===== config.mk =====
export PLATFORM = sky130hd
export DESIGN_NAME = ppgtm_top
export DESIGN_NICKNAME = d
export VERILOG_FILES = /design/src/rtl/ppgtm_pkg.sv /design/src/rtl/ppgtm_top.sv
export SDC_FILE = /design/constraint.sdc
export NUM_CORES = 1
export LEC_CHECK = 0
export BUFFER_PORTS_ARGS = -buffer_cell sky130_fd_sc_hd__clkbuf_2
export CORE_MARGIN = 4
export CORE_UTILIZATION = 35
export CTS_CLUSTER_SIZE = 20
export DETAILED_ROUTE_END_ITERATION = 8
export HOLD_SLACK_MARGIN = 0.12
export PLACE_DENSITY = 0.68
export SYNTH_ARGS = -nofsm -noshare
export SYNTH_HDL_FRONTEND = slang
export SYNTH_SLANG_ARGS = --single-unit

===== constraint.sdc =====
create_clock -name ref_clk -period 3.8 [get_ports ref_clk]
set_input_delay 0.76 -clock ref_clk [delete_from_list [all_inputs] [get_ports ref_clk]]
set_output_delay 0.76 -clock ref_clk [all_outputs]
set_load 0.01 [all_outputs]

===== src/rtl/ppgtm_pkg.sv =====
// Constants and carrier types of the pulse pattern trigger and mode block.
// Assumes a 32-bit Avalon-MM slave port and four timer channels.
package ppgtm_pkg;
   // Group and bit counts
   localparam int NGRP = 4;
   localparam int GW = 4;
   localparam int NBIT = 16;
   localparam int NCH = 4;
   localparam int SEL_W = 2;
   localparam int AW = 5;
   localparam int DW = 32;
   localparam int BE_W = 4;
   localparam int BYTE_W = 8;
   localparam int INV_LSB = 4;
   localparam int NOV_LSB = 0;
   localparam int LOW_FILL_LSB = 4;

   // Register byte offsets
   localparam logic [AW-1:0] OFF_ND_LOW = 5'h00;
   localparam logic [AW-1:0] OFF_ND = 5'h04;
   localparam logic [AW-1:0] OFF_TRIG = 5'h08;
   localparam logic [AW-1:0] OFF_MODE = 5'h0c;
   localparam logic [AW-1:0] OFF_OEN = 5'h10;
   localparam logic [AW-1:0] OFF_OUT = 5'h14;
   localparam logic [1:0] OFF_LANE = 2'h0;

   // Reset values
   localparam logic [NBIT-1:0] ND_RST = 16'h0000;
   localparam logic [NBIT-1:0] OEN_RST = 16'h0000;
   localparam logic [NBIT-1:0] OUT_RST = 16'h0000;
   localparam logic [7:0] TRIG_RST = 8'hff;
   localparam logic [7:0] MODE_RST = 8'hf0;
   localparam logic [3:0] LOW_FILL = 4'hf;
   localparam logic [DW-1:0] RD_ZERO = 32'h0000_0000;

   // Compare-match strobes of the four timer channels
   typedef struct packed {
      logic [NCH-1:0] matchA;
      logic [NCH-1:0] matchB;
   } ppgtm_timer_s;

   // Avalon-MM request from the master
   typedef struct packed {
      logic [AW-1:0] address;
      logic read;
      logic write;
      logic [DW-1:0] writedata;
      logic [BE_W-1:0] byteenable;
   } ppgtm_avreq_s;
endpackage


===== src/rtl/ppgtm_top.sv =====
// Trigger and mode control of a four-group pulse pattern generator.
// Assumes timer strobes and the bus master are on ref_clk.
//
// Summary of operation
// The low next-data nibble register reads ones in bits 7:4, ignoring writes.
// Next-data bits 3:0 go to output-data bits 3:0 on group 0's trigger.
// Select code 00/01/10/11 picks timer channel 0/1/2/3 as trigger.
// Select fields sit at 7:6, 5:4, 3:2, 1:0 for groups 3..0, reset ones.
// An inversion bit of zero inverts the pins, one drives them direct.
// Inverted pins are low for data one and high for data zero.
// Inversion bits of groups 3..0 sit at mode bits 7..4, reset one.
// In normal mode a group updates only on match A of its channel.
// In non-overlap mode a group updates on match A or match B.
// Non-overlap bits of groups 3..0 sit at mode bits 3..0, reset zero.
// A non-overlap bit of one selects non-overlapping output.
// Non-overlap: match A copies all bits, match B copies only zeros.
// Transfers touch enabled bits only; writes to enabled bits are blocked.
// Each strobe is one clock and gives at most one transfer per group.
// The timer gives match A and B of each channel as separate strobes.
//
// The implementer's own choices: the register offsets and the Avalon-MM interface to the registers.
`timescale 1ns/1ps
`default_nettype none

module ppgtm_top
   import ppgtm_pkg::*;
(
   // Clock and reset
   input wire logic ref_clk,
   input wire logic reset_n,
   // Avalon-MM slave
   input wire ppgtm_avreq_s avReq,
   output logic [DW-1:0] avReadData,
   output logic avWaitRequest,
   // Timer compare-match strobes
   input wire ppgtm_timer_s timerMatch,
   // Pulse pins
   output logic [NBIT-1:0] pulseOut,
   output logic [NBIT-1:0] pulseOutEn
);

   ////////////////////////////////////////////////////////////////////////
   // Registers and bus state
   logic [NBIT-1:0] ndReg;
   logic [NBIT-1:0] oenReg;
   logic [NBIT-1:0] outReg;
   logic [NBIT-1:0] outNext;
   logic [NBIT-1:0] pulseReg;
   logic [NBIT-1:0] pulseNext;
   logic [7:0] trigReg;
   logic [7:0] modeReg;
   logic waitReg;
   logic [DW-1:0] rdReg;
   logic [DW-1:0] rdNext;
   logic [DW-1:0] wMask;
   logic [AW-1:0] wordAddr;
   logic wrAcc;
   logic wrNdLow;
   logic wrNd;
   logic wrTrig;
   logic wrMode;
   logic wrOen;
   logic wrOut;
   logic [NGRP-1:0] trigA;
   logic [NGRP-1:0] trigB;

   assign avReadData = rdReg;
   assign avWaitRequest = waitReg;
   assign pulseOut = pulseReg;
   assign pulseOutEn = oenReg;

   ////////////////////////////////////////////////////////////////////////
   // Bus handshake: one wait cycle, then a single-cycle answer
   always_ff @(posedge ref_clk or negedge reset_n) begin
      if (!reset_n) begin
         waitReg <= 1'b1;
      end else if (!waitReg) begin
         waitReg <= 1'b1;
      end else if (avReq.read || avReq.write) begin
         waitReg <= 1'b0;
      end
   end

   // Write strobes, taken only at the edge where waitrequest is low
   always_comb begin
      wordAddr = {avReq.address[AW-1:2], OFF_LANE};
      wrAcc = avReq.write && !waitReg;
      wrNdLow = 1'b0;
      wrNd = 1'b0;
      wrTrig = 1'b0;
      wrMode = 1'b0;
      wrOen = 1'b0;
      wrOut = 1'b0;
      if (wordAddr == OFF_ND_LOW) begin
         wrNdLow = wrAcc;
      end else if (wordAddr == OFF_ND) begin
         wrNd = wrAcc;
      end else if (wordAddr == OFF_TRIG) begin
         wrTrig = wrAcc;
      end else if (wordAddr == OFF_MODE) begin
         wrMode = wrAcc;
      end else if (wordAddr == OFF_OEN) begin
         wrOen = wrAcc;
      end else if (wordAddr == OFF_OUT) begin
         wrOut = wrAcc;
      end
   end

   // Byte lanes expand to a bit mask
   genvar b;
   generate
      for (b = 0; b < BE_W; b = b + 1) begin : g_lane
         assign wMask[b*BYTE_W +: BYTE_W] = {BYTE_W{avReq.byteenable[b]}};
      end
   endgenerate

   // Read mux; unmapped offsets read zero
   always_comb begin
      rdNext = RD_ZERO;
      if (wordAddr == OFF_ND_LOW) begin
         // upper nibble reads ones
         rdNext[7:0] = {LOW_FILL, ndReg[GW-1:0]};
      end else if (wordAddr == OFF_ND) begin
         rdNext[NBIT-1:0] = ndReg;
      end else if (wordAddr == OFF_TRIG) begin
         rdNext[7:0] = trigReg;
      end else if (wordAddr == OFF_MODE) begin
         rdNext[7:0] = modeReg;
      end else if (wordAddr == OFF_OEN) begin
         rdNext[NBIT-1:0] = oenReg;
      end else if (wordAddr == OFF_OUT) begin
         rdNext[NBIT-1:0] = outReg;
      end
   end

   // Read data latched as the wait cycle ends, stable while answered
   always_ff @(posedge ref_clk or negedge reset_n) begin
      if (!reset_n) begin
         rdReg <= RD_ZERO;
      end else if (waitReg && avReq.read) begin
         rdReg <= rdNext;
      end
   end

   ////////////////////////////////////////////////////////////////////////
   // Next-data register, reachable whole or as the low nibble
   always_ff @(posedge ref_clk or negedge reset_n) begin
      if (!reset_n) begin
         ndReg <= ND_RST;
      end else if (wrNd) begin
         ndReg <= (ndReg & ~wMask[NBIT-1:0])
                | (avReq.writedata[NBIT-1:0] & wMask[NBIT-1:0]);
      end else if (wrNdLow && avReq.byteenable[0]) begin
         // only bits 3:0 take the write
         ndReg[GW-1:0] <= avReq.writedata[GW-1:0];
      end
   end

   // Trigger select and mode registers
   always_ff @(posedge ref_clk or negedge reset_n) begin
      if (!reset_n) begin
         // all select bits reset to one
         trigReg <= TRIG_RST;
         // inversion ones, non-overlap zeros
         modeReg <= MODE_RST;
      end else begin
         if (wrTrig && avReq.byteenable[0]) begin
            trigReg <= avReq.writedata[7:0];
         end
         if (wrMode && avReq.byteenable[0]) begin
            modeReg <= avReq.writedata[7:0];
         end
      end
   end

   // Output enable register
   always_ff @(posedge ref_clk or negedge reset_n) begin
      if (!reset_n) begin
         oenReg <= OEN_RST;
      end else if (wrOen) begin
         oenReg <= (oenReg & ~wMask[NBIT-1:0])
                 | (avReq.writedata[NBIT-1:0] & wMask[NBIT-1:0]);
      end
   end

   ////////////////////////////////////////////////////////////////////////
   // Per-group trigger: channel picked by the two-bit select field
   genvar g;
   generate
      for (g = 0; g < NGRP; g = g + 1) begin : g_grp
         logic [SEL_W-1:0] sel;
         // group g's field at bits 2g+1:2g
         assign sel = trigReg[g*SEL_W +: SEL_W];
         // code is the channel number
         // match A always fires once per strobe
         assign trigA[g] = timerMatch.matchA[sel];
         // match B only in non-overlap mode
         assign trigB[g] = timerMatch.matchB[sel]
                         && modeReg[NOV_LSB + g];
      end
   endgenerate

   // Per-bit output data update and pin polarity
   genvar i;
   generate
      for (i = 0; i < NBIT; i = i + 1) begin : g_bit
         always_comb begin
            // transfers only for enabled bits
            if (oenReg[i] && trigA[i/GW]) begin
               // match A copies the bit
               outNext[i] = ndReg[i];
            end else if (oenReg[i] && trigB[i/GW] && !ndReg[i]) begin
               // match B copies zeros only
               outNext[i] = 1'b0;
            end else if (wrOut && !oenReg[i] && wMask[i]) begin
               // processor writes reach disabled bits only
               outNext[i] = avReq.writedata[i];
            end else begin
               outNext[i] = outReg[i];
            end
            // clear inversion bit flips the pin
            pulseNext[i] = outNext[i] ^ ~modeReg[INV_LSB + i/GW];
         end
      end
   endgenerate

   // Output data and pins, registered together so pins never glitch
   always_ff @(posedge ref_clk or negedge reset_n) begin
      if (!reset_n) begin
         outReg <= OUT_RST;
         pulseReg <= OUT_RST ^ ~{{GW{MODE_RST[7]}}, {GW{MODE_RST[6]}},
                                 {GW{MODE_RST[5]}}, {GW{MODE_RST[4]}}};
      end else begin
         outReg <= outNext;
         pulseReg <= pulseNext;
      end
   end
endmodule

`default_nettype wire


# [After elaboration in Yosys (flattened, before gate mapping)]
# Index checks and enable logic that the tools add are counted.
[classes] reduce_logical=126 bitwise=26 order_cmp=4 mux=98 eq_ne=5
[op_table] cell="1-bit logical AND" n=89
[op_table] cell="1-bit 2-to-1 mux" n=79
[op_table] cell="16-bit AND" n=3
[op_table] cell="16-bit 2-to-1 mux" n=3
[op_table] cell="8-bit 2-to-1 mux" n=6
[op_table] cell="1-bit logical NOT" n=33
[op_table] cell="16-bit bitwise OR" n=2
[op_table] cell="1-bit binary-select mux with 2-bit select" n=8
[op_table] cell="16-bit NOT" n=1
[op_table] cell="1-bit XOR" n=16
[op_table] cell="2-bit by 3-bit less-than comparator with 1-bit output, second input constant" n=4
[op_table] cell="4-bit 2-to-1 mux" n=2
[op_table] cell="3-bit by 2-bit equality test with 1-bit output, second input constant" n=2
[op_table] cell="3-bit equality test, second input constant" n=2
[op_table] cell="5-bit logical NOT" n=1
[op_table] cell="1-bit NOT" n=4
[op_table] cell="3-bit by 1-bit equality test with 1-bit output, second input constant" n=1
[op_table] cell="3-bit logical NOT" n=1
[op_table] cell="2-bit nonzero test" n=1
[op_table] cell="1-bit logical OR" n=1
[word_totals] inputBits=53 out_inout_bits=65 reg_bits=97

# [Logic depth before layout (Yosys ltp)]
[logic_depth] ltp_word=14 mapped_depth=6

# [Least setup slack after synthesis]
# Ideal clock, no wire load.
[synth_timing] path_type="input -> register" start="input port avReq[36] (netlist name)" end="register (tool-made name)" setup_time_ps=125 path_slack_ps=1863 n_path_buf=1 arrival_ps=1813 cell_stages=5 path_cell_list="nor2b_1 and3_1 clkbuf_1 and2b_1 mux2_2"
[synth_rtl] item="start: declaration" line="ppgtm_top.sv:32" source="input wire ppgtm_avreq_s avReq,"

# [Final worst setup path]
[layout_timing] start="input port avReq[41] (netlist name)" end="register pulseReg[4], in the netlist pulseOut[4]"
[layout_between] elab_chain_len=13
[layout_lines] item="3-bit equality test" line="ppgtm_top.sv:104" source="end else if (wordAddr == OFF_OUT) begin"
[layout_lines] item="1-bit 2-to-1 mux" line="ppgtm_top.sv:104"
[layout_lines] item="1-bit 2-to-1 mux" line="ppgtm_top.sv:102" source="end else if (wordAddr == OFF_OEN) begin"
[layout_lines] item="1-bit 2-to-1 mux" line="ppgtm_top.sv:100" source="end else if (wordAddr == OFF_MODE) begin"
[layout_lines] item="1-bit 2-to-1 mux" line="ppgtm_top.sv:98" source="end else if (wordAddr == OFF_TRIG) begin"
[layout_lines] item="1-bit 2-to-1 mux" line="ppgtm_top.sv:96" source="end else if (wordAddr == OFF_ND) begin"
[layout_lines] item="1-bit 2-to-1 mux *" line="ppgtm_top.sv:94" source="if (wordAddr == OFF_ND_LOW) begin"
[layout_lines] item="1-bit logical AND * (2 in a row)" line="ppgtm_top.sv:215" source="end else if (wrOut && !oenReg[i] && wMask[i]) begin"
[layout_lines] item="1-bit 2-to-1 mux *" line="ppgtm_top.sv:215"
[layout_lines] item="1-bit 2-to-1 mux *" line="ppgtm_top.sv:212" source="end else if (oenReg[i] && trigB[i/GW] && !ndReg[i]) begin"
[layout_lines] item="1-bit 2-to-1 mux *" line="ppgtm_top.sv:209" source="if (oenReg[i] && trigA[i/GW]) begin"
[layout_lines] item="net outNext[4]" line="ppgtm_top.sv:47" source="logic [NBIT-1:0] outNext;"
[layout_lines] item="1-bit XOR *" line="ppgtm_top.sv:222" source="pulseNext[i] = outNext[i] ^ ~modeReg[INV_LSB + i/GW];"
[layout_lines] item="net pulseNext[4]" line="ppgtm_top.sv:49" source="logic [NBIT-1:0] pulseNext;"
[layout_lines] item="end signal: assignment" line="ppgtm_top.sv:231" source="pulseReg <= OUT_RST ^ ~{{GW{MODE_RST[7]}}, {GW{MODE_RST[6]}},"
[layout_lines] item="end signal: assignment" line="ppgtm_top.sv:235" source="pulseReg <= pulseNext;"
[layout_lines] item="end: declaration" line="ppgtm_top.sv:48" source="logic [NBIT-1:0] pulseReg;"
# Mark *: on every way through the listed nets, which the timed path passes. The rest lies on a longest branch.
# A chain may end at the register's enable or synchronous reset.

==> impl_metrics.json <==
{
  "synth.lib_cells_used.distinct": 35,
  "cts-buffers-inserted": 9,
  "initial_antenna_violation_count": 0,
  "postPlaceCellArea_um2": 5290,
  "count_of_placed_standard_cells_in_the_final_layout_fillers_left_out": 626,
  "final.setup_skew_ns": 0.00930,
  "wl_met2_um": 5900,
  "setup_viol": 0,
  "final_nets": 498,
  "post_synth_fa_ha_maj_area_fraction": 0,
  "power_per_cell_area_nw_per_um2": 620,
  "core-area_um2": 13300,
  "asyncSetResetFlopFracSynth": 1.00,
  "seq_area_frac_synth": 0.513,
  "netSwitchingFraction": 0.323,
  "insertedDiodeCount": 0,
  "maxClockFrequency_mhz": 407,
  "layout.core_utilization": 0.420,
  "synth_compound_area_frac": 0.132,
  "finalHoldViolCount": 0,
  "main_combinational_cell_family_by_area_after_synthesis": "multiplexers",
  "wl_per_cell_um": 19.0,
  "drv_slew": 0,
  "dp_cells": 610,
  "most_frequent_standard_cell_in_the_layout_excluding_fill_and_tap_cells": "dfrtp_1",
  "postSynthRegisterBits": 97,
  "ant_nets": 0,
  "grtUsageTotal": 0.156,
  "io_pins": 118,
  "cts_resized": 0,
  "final_cell_mix": "dfrtp_1 (84), clkbuf_2 (80), mux2_2 (56), mux2i_1 (28)",
  "detailroute.wirelength.met3_um": 746,
  "synthToLayoutAreaGrowth_pct": 17.1,
  "postLayoutCellArea_um2": 5580,
  "min-delay-path-class": "primary input to asynchronous set/reset pin",
  "ctsHtreeMaxLevel": 3,
  "postRouteWirelength_um": 11900,
  "dp_hpwl_um": 8600,
  "place.port_buffers": 81,
  "outcome": "finished, final reports clean",
  "worst-setup-path-type": "primary input to register",
  "floorplan_die_width_um": 125,
  "clk_path_buf_depth": 2,
  "grt_start_max_net_pins": 60,
  "combinationalPowerShare": 0.282,
  "tritoncts": "done",
  "synth_simple_gate_area_share": 0.0491,
  "cts.reportedPaths.clkPinSlew_ns": 0.06,
  "fin_setup_tns_ns": 0,
  "finalCriticalPeriod_ns": 2.46,
  "maximum_vdd_drop_v": 0.000270,
  "cts-hold-fix-buffers": 0,
  "synthFlopType": "dfrtp_1",
  "tightestPinTransition_ns": 0.756,
  "syn_warnings": 0,
  "postCtsSetupRepairBufs": 0,
  "dr_total_vias": 3308,
  "clk_latency_ns": 0.35,
  "worst_setup_path_end_kind": "register",
  "ys_top_cells_by_area": "dfrtp_1 (44%), mux2_2 (13%), dfstp_2 (7.2%)",
  "synth_xor_area_frac": 0.0294,
  "area_share_of_the_leading_cell_type_in_the_synthesized_netlist": 0.441,
  "drcViolationCount": 0,
  "postSynthCellCount": 366,
  "cp.required_ns": 4.02,
  "dr.max_layer_used": "met4",
  "fillerInstances": 1293,
  "power.switching_uw": 1120,
  "worst-path-max-fanout": 25,
  "initial_core_util": 0.358,
  "dieHeight_um": 125,
  "grt_setup_unrepaired": "false",
  "worst_reg2reg_path_depth": 5,
  "power.share.sequential": 0.467,
  "detailedRoute.firstPassIterationCount": 4,
  "clkPwrFrac": 0.251,
  "dr.first_iter.drc_count": 234,
  "placement_rows": 42,
  "critPathLaunchType": "primary input",
  "tritoncts_num_sinks": 97,
  "route.layer.met1.wl_um": 5020,
  "grt_pass1_wl_um": 19200,
  "synth_mux_area_frac": 0.229,
  "fin_crit_sh": 0.647,
  "via_count_of_the_first_global_routing_pass": 3562,
  "design.die.area_um2": 15500,
  "internal_power_uw": 2340,
  "yosysTopAreaCell": "dfrtp_1",
  "timing.slew.headroom": 0.496,
  "timing.max_cap.violations": 0,
  "synth.cell_area_um2": 4760,
  "syn_avg_cell_area_um2": 13.0,
  "grt.overflow.total": 0,
  "gpl.final_weighted_congestion": 0.850,
  "root_buffer_master": "clkbuf_16",
  "post_drt_via_cell_ratio": 5.28,
  "worst-endpoint-arrival_ns": 2.68,
  "drive_gt1_frac": 0.447,
  "power_leakage_uw": 0.00247,
  "synth_enable_flop_cells": 0
}
==> metrics by stage <==
| stage | power [µW] | hold slack (ns) | worst slack [ns] |
|---|---|---|---|
| global route | 3670 | 0.532 | 1.27 |
| finish | 3460 | 0.487 | 1.34 |
| global placement | 2570 | 0.473 | 1.02 |
| floorplan | 2250 | 0.464 | 1.86 |
| CTS | 3500 | 0.494 | 1.38 |
| detailed placement | 2620 | 0.479 | 1.02 |
==> cell type report <==
type / instances / area (µm²) / area share
Tap cell: 176 / 220 / 0.0395
Clock buffer: 14 / 274 / 0.0491
Timing Repair Buffer: 87 / 453 / 0.0812
Inverter: 5 / 18.8 / 0.00336
Clock inverter: 2 / 12.5 / 0.00224
Sequential cell: 97 / 2440 / 0.438
Multi-Input combinational cell: 245 / 2160 / 0.386
==> cell usage after synthesis, types with 3 or more instances <==
cell type,instances
a22o_1,8
a211oi_1,4
dfstp_2,13
o21ai_1,4
buf_4,18
o21ai_0,16
mux4_2,8
dfrtp_1,84
a21oi_4,4
o221ai_1,16
a222oi_1,4
clkbuf_1,12
and3_1,3
mux2_2,56
nor2_1,7
o21ai_2,16
mux2i_1,28
nor2b_1,5
buf_2,4
o22ai_1,4
and2b_1,3
inv_1,5
nand2_1,14
xnor2_1,16
a21oi_1,4
==> critical path: stages <==
cell	delay (ns)
clkbuf_2	0.33
and4bb_1	0.45
and3_1	0.60
mux2i_1	0.30
o21ai_2	0.09
xnor2_1	0.14
==> layer usage <==
| layer | GRT usage | up-vias |
|---|---|---|
| met5 | 0 | - |
| met1 | 0.195 | 1664 |
| met3 | 0.0527 | 22 |
| met4 | 0.0632 | 0 |
| li1 | - | 1499 |
| met2 | 0.249 | 123 |
==> power groups by stage <==
stage | Clock, µW | Combinational [µW] | Sequential, µW
after floorplan | 0 | 623 | 1630
after global placement | 0 | 962 | 1610
after detailed placement | 0 | 990 | 1630
after CTS | 895 | 994 | 1610
after global routing | 940 | 1070 | 1660
final | 868 | 975 | 1610
==> final timing paths <==
kind / startpoint / endpoint / slack, ns
setup / recovery: avReq[41] / pulseOut[4]$_DFF_PN0_ / 1.34
hold / removal: reset_n / avReadData[10]$_DFFE_PN0P_ / 0.49
setup reg to reg: avWaitRequest$_DFF_PN1_ / pulseOut[4]$_DFF_PN0_ / 1.84
hold reg to reg: avReadData[2]$_DFFE_PN0P_ / avReadData[2]$_DFFE_PN0P_ / 0.49
max in group asynchronous: reset_n / avWaitRequest$_DFF_PN1_ / 2.45
min in group ref_clk: avReadData[2]$_DFFE_PN0P_ / avReadData[2]$_DFFE_PN0P_ / 0.49
==> cell families after synthesis <==
family | Yosys count
XOR/XNOR | 16
other | 1
AO/OA/AOI/OAI | 80
multiplexers | 92
flip-flops | 97
AND/OR/NAND/NOR | 41
buffers and inverters | 39
Power figures use the tool's default switching activity.
